[src/t0_seq_pkg.sv]
// Purpose: shared constants and types of the card-side T = 0 transport sequencer
// Assumes: byte streams come from a character layer on the same clock
// Notes: Overview of operation follows
// Overview of operation
// - Case 2: data then status, else status
// - Case 3: status after all data received, or at once on an abnormal header verdict
// - Case 4 normal: 61xx, abnormal: status only
// - Fetch after case 4 behaves as case 2
// - 61xx and 6Cxx only for cases 2, 4
// - Error status may replace retrieval bytes
// - Too long request: 6C with available length
// - Exact request: data and status, or 61xx
// - Short request: data then 61 remainder
// - Case 4 done: 61xx or non-success status
package t0_seq_pkg;
	localparam int HDR_LAST = 4;
	localparam logic [7:0] PB_MORE = 8'h61;
	localparam logic [7:0] PB_WRONG_LE = 8'h6c;
	localparam logic [7:0] SW_OK1 = 8'h90;
	localparam logic [7:0] SW_OK2 = 8'h00;
	localparam logic [7:0] INS_GET_RESPONSE = 8'hc0;
	localparam logic [8:0] LEN_FULL = 9'h100;

	typedef enum logic [1:0] {
		CASE_2 = 2'h0,
		CASE_3 = 2'h1,
		CASE_4 = 2'h3
	} case_type;

	typedef struct packed {
		logic [7:0] cla;
		logic [7:0] ins;
		logic [7:0] p1;
		logic [7:0] p2;
		logic [7:0] p3;
	} header_type;

	// Answer of the card application to a header or to received data
	typedef struct packed {
		logic valid;
		case_type kind;
		logic abnormal;
		logic [15:0] sw;
		logic [8:0] avail;
	} verdict_type;

	typedef struct packed {
		logic valid;
		logic [7:0] data;
	} byte_type;
endpackage : t0_seq_pkg

[src/t0_apdu_transport_sequencer.sv]
// Purpose: card-side sequencer mapping T = 0 headers onto data, procedure bytes and status
// Assumes: one application verdict per header and per received data block
// Notes: Case 1 and INS/60 pacing beyond one ACK byte are not handled
`timescale 1ns/1ns
module t0_apdu_transport_sequencer #(
	parameter logic [8:0] BUF_MAX = 9'h100
) (
	input wire logic clock_i,
	input wire logic rst_i,
	input wire t0_seq_pkg::byte_type rx_i,
	output logic tx_valid_o,
	output logic [7:0] tx_data_o,
	input wire logic tx_ready_i,
	output t0_seq_pkg::header_type hdr_o,
	output logic hdr_valid_o,
	input wire t0_seq_pkg::verdict_type verdict_i,
	input wire logic app_data_valid_i,
	input wire logic [7:0] app_data_i,
	output logic app_data_ready_o,
	output t0_seq_pkg::byte_type cmd_data_o
);
	typedef enum logic [2:0] {
		ST_HDR = 3'h0,
		ST_VERDICT = 3'h1,
		ST_INS = 3'h3,
		ST_TXD = 3'h2,
		ST_RXD = 3'h6,
		ST_FINAL = 3'h7,
		ST_SW1 = 3'h5,
		ST_SW2 = 3'h4
	} state_type;

	state_type state, next_state;
	t0_seq_pkg::header_type hdr, next_hdr;
	t0_seq_pkg::case_type kind, next_kind;
	t0_seq_pkg::byte_type cmd_data, next_cmd_data;
	logic [2:0] hcnt, next_hcnt;
	logic [8:0] cnt, next_cnt;
	logic [7:0] sw1, next_sw1, sw2, next_sw2;
	logic [7:0] out_byte, next_out_byte;
	logic out_full, next_out_full;
	logic hdr_valid, next_hdr_valid;
	logic rx_after, next_rx_after;
	logic load_ok;
	logic [8:0] le, rem;
	t0_seq_pkg::case_type eff_kind;

	assign load_ok = !out_full || tx_ready_i;
	// P3 of zero asks for the full 256 bytes
	assign le = (hdr.p3 == 8'h00) ? t0_seq_pkg::LEN_FULL : {1'b0, hdr.p3};
	assign rem = verdict_i.avail - le;
	// A fetch header always runs the case 2 path
	assign eff_kind = (hdr.ins == t0_seq_pkg::INS_GET_RESPONSE) ? t0_seq_pkg::CASE_2 : verdict_i.kind;
	assign app_data_ready_o = (state == ST_TXD) && load_ok;

	always_comb begin
		next_state = state;
		next_hdr = hdr;
		next_kind = kind;
		next_hcnt = hcnt;
		next_cnt = cnt;
		next_sw1 = sw1;
		next_sw2 = sw2;
		next_out_byte = out_byte;
		next_out_full = out_full && !tx_ready_i;
		next_hdr_valid = 1'b0;
		next_rx_after = rx_after;
		next_cmd_data = '0;
		unique case (state)
			ST_HDR: begin
				if (rx_i.valid) begin
					next_hdr = {hdr[31:0], rx_i.data};
					next_hcnt = hcnt + 3'h1;
					if (hcnt == 3'(t0_seq_pkg::HDR_LAST)) begin
						next_hcnt = 3'h0;
						next_hdr_valid = 1'b1;
						next_state = ST_VERDICT;
					end
				end
			end
			ST_VERDICT: begin
				if (verdict_i.valid) begin
					next_kind = eff_kind;
					next_cnt = le;
					next_rx_after = 1'b0;
					// retrieval bytes on case 2 path only
					if (verdict_i.abnormal) begin
						{next_sw1, next_sw2} = verdict_i.sw;
						next_state = ST_SW1;
					end else if (eff_kind == t0_seq_pkg::CASE_2) begin
						if (le > verdict_i.avail) begin
							next_sw1 = t0_seq_pkg::PB_WRONG_LE;
							next_sw2 = verdict_i.avail[7:0];
							next_state = ST_SW1;
						end else if (le == verdict_i.avail) begin
							if (verdict_i.avail > BUF_MAX) begin
								next_sw1 = t0_seq_pkg::PB_MORE;
								next_sw2 = BUF_MAX[7:0];
								next_state = ST_SW1;
							end else begin
								next_sw1 = t0_seq_pkg::SW_OK1;
								next_sw2 = t0_seq_pkg::SW_OK2;
								next_state = ST_INS;
							end
						end else begin
							next_sw1 = t0_seq_pkg::PB_MORE;
							next_sw2 = rem[7:0];
							next_state = ST_INS;
						end
					end else begin
						// data phase of case 3 or 4
						next_rx_after = 1'b1;
						next_state = ST_INS;
					end
				end
			end
			ST_INS: begin
				if (load_ok) begin
					next_out_byte = hdr.ins;
					next_out_full = 1'b1;
					next_state = rx_after ? ST_RXD : ST_TXD;
				end
			end
			ST_TXD: begin
				if (app_data_valid_i && load_ok) begin
					next_out_byte = app_data_i;
					next_out_full = 1'b1;
					next_cnt = cnt - 9'h1;
					if (cnt == 9'h1) begin
						next_state = ST_SW1;
					end
				end
			end
			ST_RXD: begin
				if (rx_i.valid) begin
					next_cmd_data = rx_i;
					next_cnt = cnt - 9'h1;
					if (cnt == 9'h1) begin
						next_state = ST_FINAL;
					end
				end
			end
			ST_FINAL: begin
				if (verdict_i.valid) begin
					next_state = ST_SW1;
					if (kind == t0_seq_pkg::CASE_4 && !verdict_i.abnormal) begin
						next_sw1 = t0_seq_pkg::PB_MORE;
						next_sw2 = verdict_i.avail[7:0];
					end else begin
						{next_sw1, next_sw2} = verdict_i.sw;
					end
				end
			end
			ST_SW1: begin
				if (load_ok) begin
					next_out_byte = sw1;
					next_out_full = 1'b1;
					next_state = ST_SW2;
				end
			end
			ST_SW2: begin
				if (load_ok) begin
					next_out_byte = sw2;
					next_out_full = 1'b1;
					next_state = ST_HDR;
				end
			end
		endcase
	end

	always_ff @(posedge clock_i) begin
		if (rst_i) begin
			state <= ST_HDR;
			hdr <= '0;
			kind <= t0_seq_pkg::CASE_2;
			hcnt <= 3'h0;
			cnt <= 9'h0;
			sw1 <= 8'h00;
			sw2 <= 8'h00;
			out_byte <= 8'h00;
			out_full <= 1'b0;
			hdr_valid <= 1'b0;
			rx_after <= 1'b0;
			cmd_data <= '0;
		end else begin
			state <= next_state;
			hdr <= next_hdr;
			kind <= next_kind;
			hcnt <= next_hcnt;
			cnt <= next_cnt;
			sw1 <= next_sw1;
			sw2 <= next_sw2;
			out_byte <= next_out_byte;
			out_full <= next_out_full;
			hdr_valid <= next_hdr_valid;
			rx_after <= next_rx_after;
			cmd_data <= next_cmd_data;
		end
	end

	assign tx_valid_o = out_full;
	assign tx_data_o = out_byte;
	assign hdr_o = hdr;
	assign hdr_valid_o = hdr_valid;
	assign cmd_data_o = cmd_data;

	logic decide2;
	assign decide2 = state == ST_VERDICT && verdict_i.valid && !verdict_i.abnormal && eff_kind == t0_seq_pkg::CASE_2;
endmodule : t0_apdu_transport_sequencer

[config.mk]
export PLATFORM = sky130hd
export DESIGN_NAME = t0_apdu_transport_sequencer
export DESIGN_NICKNAME = d
export VERILOG_FILES = /design/src/t0_seq_pkg.sv /design/src/t0_apdu_transport_sequencer.sv
export SDC_FILE = /design/constraint.sdc
export NUM_CORES = 1
export LEC_CHECK = 0
export BUFFER_PORTS_ARGS = -buffer_cell sky130_fd_sc_hd__buf_2
export CAP_MARGIN = 25
export CORE_MARGIN = 3
export CORE_UTILIZATION = 30
export CTS_CLUSTER_DIAMETER = 60
export DETAILED_ROUTE_END_ITERATION = 8
export GPL_TIMING_DRIVEN = 0
export PLACE_DENSITY = 0.46
export SYNTH_ARGS = -nofsm -noshare
export SYNTH_HDL_FRONTEND = slang
export SYNTH_SLANG_ARGS = --single-unit
export TNS_END_PERCENT = 1
[constraint.sdc]
create_clock -name clock_i -period 3.7 [get_ports clock_i]
set_input_delay 0.555 -clock clock_i [delete_from_list [all_inputs] [get_ports clock_i]]
set_output_delay 0.555 -clock clock_i [all_outputs]
set_load 0.03 [all_outputs]
==> results of run 1 <==
[stage by stage]
step                setup WS (ns)  hold slack, ns  instance area (um^2)  utilization (%)  instances
finish                      0.581           0.422                  5860             38.1        957
global placement            0.690           0.442                  5570             36.2        940
floorplan                   0.976           0.432                  4770                -        622
CTS                         0.637           0.412                  5860             38.1        957
global route                0.475           0.425                  5860             38.1        957
detailed placement          0.678           0.445                  5580             36.3        941
[power breakdown]
part	switching (mW)	leakage, nW	internal [mW]	total, mW
clock	0.429	0.140	0.482	0.911
sequential	0.0964	0.753	1.10	1.19
combinational	0.804	1.53	0.398	1.20
[logic make-up (layout without fill, tap and decap cells)]
kind of cell | Yosys count | count (layout) | share of synthesized area [%]
AOI/OAI and AO/OA | 175 | 175 | 22.6
xor gates and xnor gates | 6 | 6 | 1.10
adders and majority gates | 21 | 21 | 5.67
buffers and inverters | 67 | 191 | 5.67
DFF | 93 | 93 | 39.0
muxes | 9 | 9 | 1.89
and+or+nand+nor | 251 | 251 | 24.0
[area by class of cell]
type                       count  area (um^2)  share of cell area [%]
buffer                        41          173                    2.94
clock buffer                  11          243                    4.14
clock inverter                 5         43.8                   0.747
inverter                      26         97.6                    1.66
multi-input combinational    462         2640                    45.0
sequential                    93         1860                    31.8
tap                          211          264                    4.50
timing repair buffer         108          543                    9.26
[registers in the layout (all words and copies together) (netlist names)]
register     count
tx_valid_o       1
hdr_valid_o      1
hdr_o           40
rx_after         1
cmd_data_o       9
sw2              8
tx_data_o        8
state            3
cnt              9
sw1              8
hcnt             3
kind             2
[worst max path at each step]
stage | start | to | slack [ns]
finish | hdr_o[7] | state[1] | 0.58
global route | hdr_o[7] | state[1] | 0.48
CTS | hdr_o[7] | state[1] | 0.64
detailed placement | hdr_o[7] | state[1] | 0.68
global placement | hdr_o[7] | sw2[1] | 0.69
floorplan | hdr_o[7] | sw2[5] | 0.98
[layout by cell type (no fill, tap or decap), types with 4 or more instances in the layout]
| cell type | count |
|---|---|
| inv_1 | 26 |
| or3_1 | 4 |
| clkinv_4 | 4 |
| o221ai_1 | 8 |
| nand2b_1 | 4 |
| ha_1 | 20 |
| clkbuf_16 | 9 |
| a211oi_1 | 6 |
| mux2i_1 | 9 |
| nor2b_1 | 8 |
| nand2_1 | 131 |
| nor3_1 | 10 |
| and2_1 | 9 |
| dfxtp_1 | 93 |
| nand3_1 | 10 |
| nor2_1 | 46 |
| o21ai_0 | 25 |
| a22oi_1 | 7 |
| xnor2_1 | 4 |
| buf_2 | 116 |
| clkbuf_1 | 32 |
| and3_1 | 5 |
| a31oi_1 | 6 |
| a21oi_1 | 81 |
| a221oi_1 | 9 |
| nor4_1 | 5 |
[per-layer routing]
| layer | vias up | GRT usage, % |
|---|---|---|
| li1 | 2426 | - |
| met1 | 2358 | 26.5 |
| met2 | 123 | 30.3 |
| met3 | 21 | 4.12 |
| met4 | 0 | 4.96 |
| met5 | - | 0 |
==> results.md, run 1 <==
- Outcome: finished, final reports clean
- Largest net degree at the start of global routing: 17
- YS warnings: 0
- Slew Viols, Final: 0
- Antenna viol nets, final: 0
- Io pins: 110
- Vias in the first global route: 4812
- Post-CTS setup buffer count: 0
- Synthesized area per cell: 7.67 um^2
- Remaining Overflow, GRT: 0
- Die ar.: 17400 um^2
- Most instantiated library cell after synthesis: nand2_1
- Met3 WL: 712 um
- Drt pass-1 iters: 5
- Clk sinks: 93
- Post-cts sizing count: 0
- Overall routed net length: 17.0 mm
- Vias after detailed routing: 4928
- Fin crit share: 84.3%
- Crit-path max cell delay: 0.70 ns
- Die span in y: 132 um
- Primary FF master, synth: dfxtp_1
- Area Growth Syn to Fin: 22.9%
- Worst flop-to-flop path endpoint: state[1]
- CP Max Fanout: 6
- CP required: 3.98 ns
- Worst Skew: 0.00993 ns
- Pwr dens: 564 nW/um^2
- DRC viols: 0
- Gpl congestion: 0.814
- Crit path max-delay family: simple AND/OR/NAND/NOR gates
- Max-Cap Viols: 0
- Setup TNS: 0 ns
- Die span in x: 132 um
- Fin nets: 812
- Synth area leader: dfxtp_1
- R2r startpoint: hdr_o[7]
- CTS tree: yes
- CP max stage cell: nor4_1
- H-tree levels: 3
- Critical path buffers and inverters: 0
- Met1 WL: 8.23 mm
- Clock Latency Late Sink: 0.35 ns
- Most frequent cells after synthesis: 131 x nand2_1, 93 x dfxtp_1, 81 x a21oi_1
- RSZ-0062 raised after global routing: false
- Crit path DAT: 3.40 ns
- Clock buffer depth: 2
- Relative slew margins: 43.0%
- WP depth: 9
- Yosys top cell area share: 39.0%
- Fraction of layout cells with a size suffix above 1: 18.8%
- Final Hold Fails: 0
- # setup viols final: 0
- Clock Pin Slew Worst Setup and Hold Paths: 0.07 ns
- Worst Setup End Kind: flop
- Seq/Total Area, Yosys: 39.0%
- Met2 WL post-DR: 7.78 mm
- Syn Std Cell Area: 4770 um^2
- Leak Pwr: 2.42 nW
- DPL Wire Length: 13.2 mm
- Crit path kind: flop to flop
- CP most frequent cell: nor4_1
- CP startpoint kind: flop
- Worst Hold Class: input port to flop
- Core Region: 15400 um^2
- Number of flops mapped to enable cells by yosys: 0
- First-pass GRT wire length: 26.6 mm
- # diodes: 0
- WL/cell: 17.7 um
- Worst Hold Path EP: cmd_data_o[6]
- Critical path, cell by cell: or4_1 -> nor2_1 -> ha_1 -> nand4_2 -> a2111oi_0 -> nor4_1 -> nor3_1 -> nor4_1 -> a32o_1
- CTS Buf Count: 9
- Post-layout min period: 3.12 ns
- CTS root buffer: clkbuf_16
- Hold Path Origin: rx_i[6]
- Buffers added on ports: 107
- Netlist cell types: 55
- Syn Nets: 693
- Fill cells: 1660
- Cell Rows: 45
- Asr flop ratio synth: 0%
- Setup slack, reg-to-reg: 0.58 ns
- Max Clock Freq: 0.321 GHz
- Initial antenna violation count: 0
- Max rail drop VDD: 0.227 mV
- Gate Count Post-Synth: 622
- Max layer used: met4
- Total GRT Usage: 19.1%
- Hold Path Cell Cnt: 2
- R2R depth: 9
- Post-CTS Hold Buffers: 0
- Initial Utilization: 31.0%
- #FFs+latches synth: 93
- Via density: 5.15
- Total power draw: 3.31 mW
- Worst-margin pin slew: 0.853 ns
- Drt initial violations: 411
- Synth area leaders: dfxtp_1 39%, nand2_1 10%, a21oi_1 8.5%, ha_1 5.2%, nor2_1 3.6%
No activity file was read; power rests on OpenSTA's default activity.
==> run 2, diff against run 1 <==
==> constraint.sdc (replaced) <==
create_clock -name clock_i -period 3 [get_ports clock_i]
set_input_delay 0.45 -clock clock_i [delete_from_list [all_inputs] [get_ports clock_i]]
set_output_delay 0.45 -clock clock_i [all_outputs]
set_load 0.03 [all_outputs]
==> run 2 against run 1 <==
Compared with the run above:
- flip-flop and latch count unchanged
- design area increased by 0.26%
- critical path type unchanged
- core utilization increased by 0.098 points
- worst setup slack got worse by 0.47 ns
- first-iteration DRC count increased by 5.6%
- maximum frequency increased by 8.1%
==> results.md, run 2 (same netlist as run 1, synthesis figures left out) <==
- NetSw: 1.64 mW
- Final core utilization: 38.2%
- Max-Cap Viols: 0
- Combinational share of power: 36.5%
- Remaining Overflow, GRT: 0
- Pint: 2.44 mW
- Clock Pin Slew Worst Setup and Hold Paths: 0.07 ns
- Fin nets: 812
- Buffers added on ports: 107
- Hold Path Cell Cnt: 2
- H-tree levels: 3
- Fin crit share: 96.2%
- Cell Rows: 45
- Drt initial violations: 434
- Final instance area: 5880 um^2
- Final Hold Fails: 0
- First-pass GRT wire length: 26.6 mm
- Post-Place Setup Slack: -0.0224 ns
- Initial Utilization: 31.0%
- Commonest cells after routing, fill and taps aside: 131 x nand2_1, 116 x buf_2, 91 x dfxtp_1
- DP Area: 5580 um^2
- DRC viols: 0
- Switching Share: 40.2%
- Crit path kind: flop to flop
- Total GRT Usage: 19.1%
- Pwr dens: 695 nW/um^2
- Vias in the first global route: 4812
- Final hold slack: 0.317 ns
- Fraction of layout cells with a size suffix above 1: 19.4%
- Die ar.: 17400 um^2
- Fin cells: 957
- Post-layout min period: 2.89 ns
- Commonest non-fill, non-tap cell in the layout: nand2_1
- Worst Setup End Kind: flop
- Total placed cells including tap cells: 941
- Slew Viols, Final: 0
- CTS Buf Count: 9
- Fill cells: 1660
- Outcome: finished, final reports clean
- # diodes: 0
- RSZ-0062 raised after global routing: false
- Largest net degree at the start of global routing: 17
- Overall routed net length: 16.9 mm
- Vias after detailed routing: 4893
- Sequential power share: 36.0%
- Area Growth Syn to Fin: 23.2%
- Max reg flops: 40
- Setup ws final: 0.115 ns
- Worst Skew: 0.0104 ns
- Clock power frac: 27.5%
- R2R depth: 10
- Initial antenna violation count: 0
- CP startpoint kind: flop
- CTS root buffer: clkbuf_16
- Die span in x: 132 um
- Antenna viol nets, final: 0
- Setup slack, reg-to-reg: 0.11 ns
- Setup TNS: 0 ns
- Clk sinks: 93
- Die span in y: 132 um
- CP Max Fanout: 9
- CTS tree: yes
- Max Clock Freq: 0.347 GHz
- Clock Latency Late Sink: 0.35 ns
- # setup viols final: 0
- Max rail drop VDD: 0.280 mV
- Post-CTS Hold Buffers: 0
- Drt pass-1 iters: 4
- Relative slew margins: 42.5%
- Leak Pwr: 2.42 nW
- Io pins: 110
- WL/cell: 17.7 um
- Core Region: 15400 um^2
- Clock buffer depth: 2
- Worst-margin pin slew: 0.851 ns
- DPL Wire Length: 13.2 mm
- Via density: 5.11
- Gpl congestion: 0.814
- CP required: 3.24 ns
- Worst Hold Class: input port to flop
- Total power draw: 4.08 mW
- Crit path DAT: 3.13 ns
[run 2: changes by cell type in the layout (fill, tap and decap cells not counted)]
cell       change
a2111oi_0      -1
dfxtp_1        -2
a2111oi_1      +1
nor2_2         +2
nor4_2         +1
dfxtp_2        +2
nor2_1         -2
nor4_1         -1
[run 2: worst max-delay path: stages (launching register included)]
cell,delay (ns)
dfxtp_2,0.39
or4_1,0.55
nor2_2,0.18
ha_1,0.28
nand4_2,0.12
nor3_1,0.09
or3_1,0.40
o21a_1,0.21
buf_6,0.14
and3_1,0.17
o221a_2,0.23
[run 2: worst paths after layout]
kind,to,from
setup / recovery,sw2[5],hdr_o[7]
hold / removal,cmd_data_o[6],rx_i[6]
setup reg to reg,sw2[5],hdr_o[7]
hold reg to reg,sw1[5],sw1[5]
[run 2: repair_timing]
item / CTS / global route
endpoints found under the setup margin: 6 / 10
pin swaps: 0 / 0
gates resized for setup: 2 / 4
setup buffers: 0 / 0
[run 2: layer usage]
layer / track usage, % / part of all wire, %
met3: 4.12 / 4.0
met1: 26.5 / 48
met4: 4.96 / 1.7
met5: 0 / 0
met2: 30.3 / 46
[run 2: layout make-up]
cell class	instances	area, um^2	share of cell area, %
Timing Repair Buffer	108	543	9.24
Clock buffer	11	243	4.13
Clock inverter	5	43.8	0.745
Sequential cell	93	1860	31.7
Tap cell	211	264	4.49
Multi-Input combinational cell	462	2650	45.1
Inverter	26	97.6	1.66
Buffer	41	173	2.94
[run 2: power by group through the flow]
stage               combinational (mW)  clock [mW]  sequential (mW)
floorplan                        0.926           0             1.57
global placement                  1.46           0             1.50
detailed placement                1.47           0             1.50
CTS                               1.48        1.15             1.47
global route                      1.65        1.20             1.49
finish                            1.49        1.12             1.47
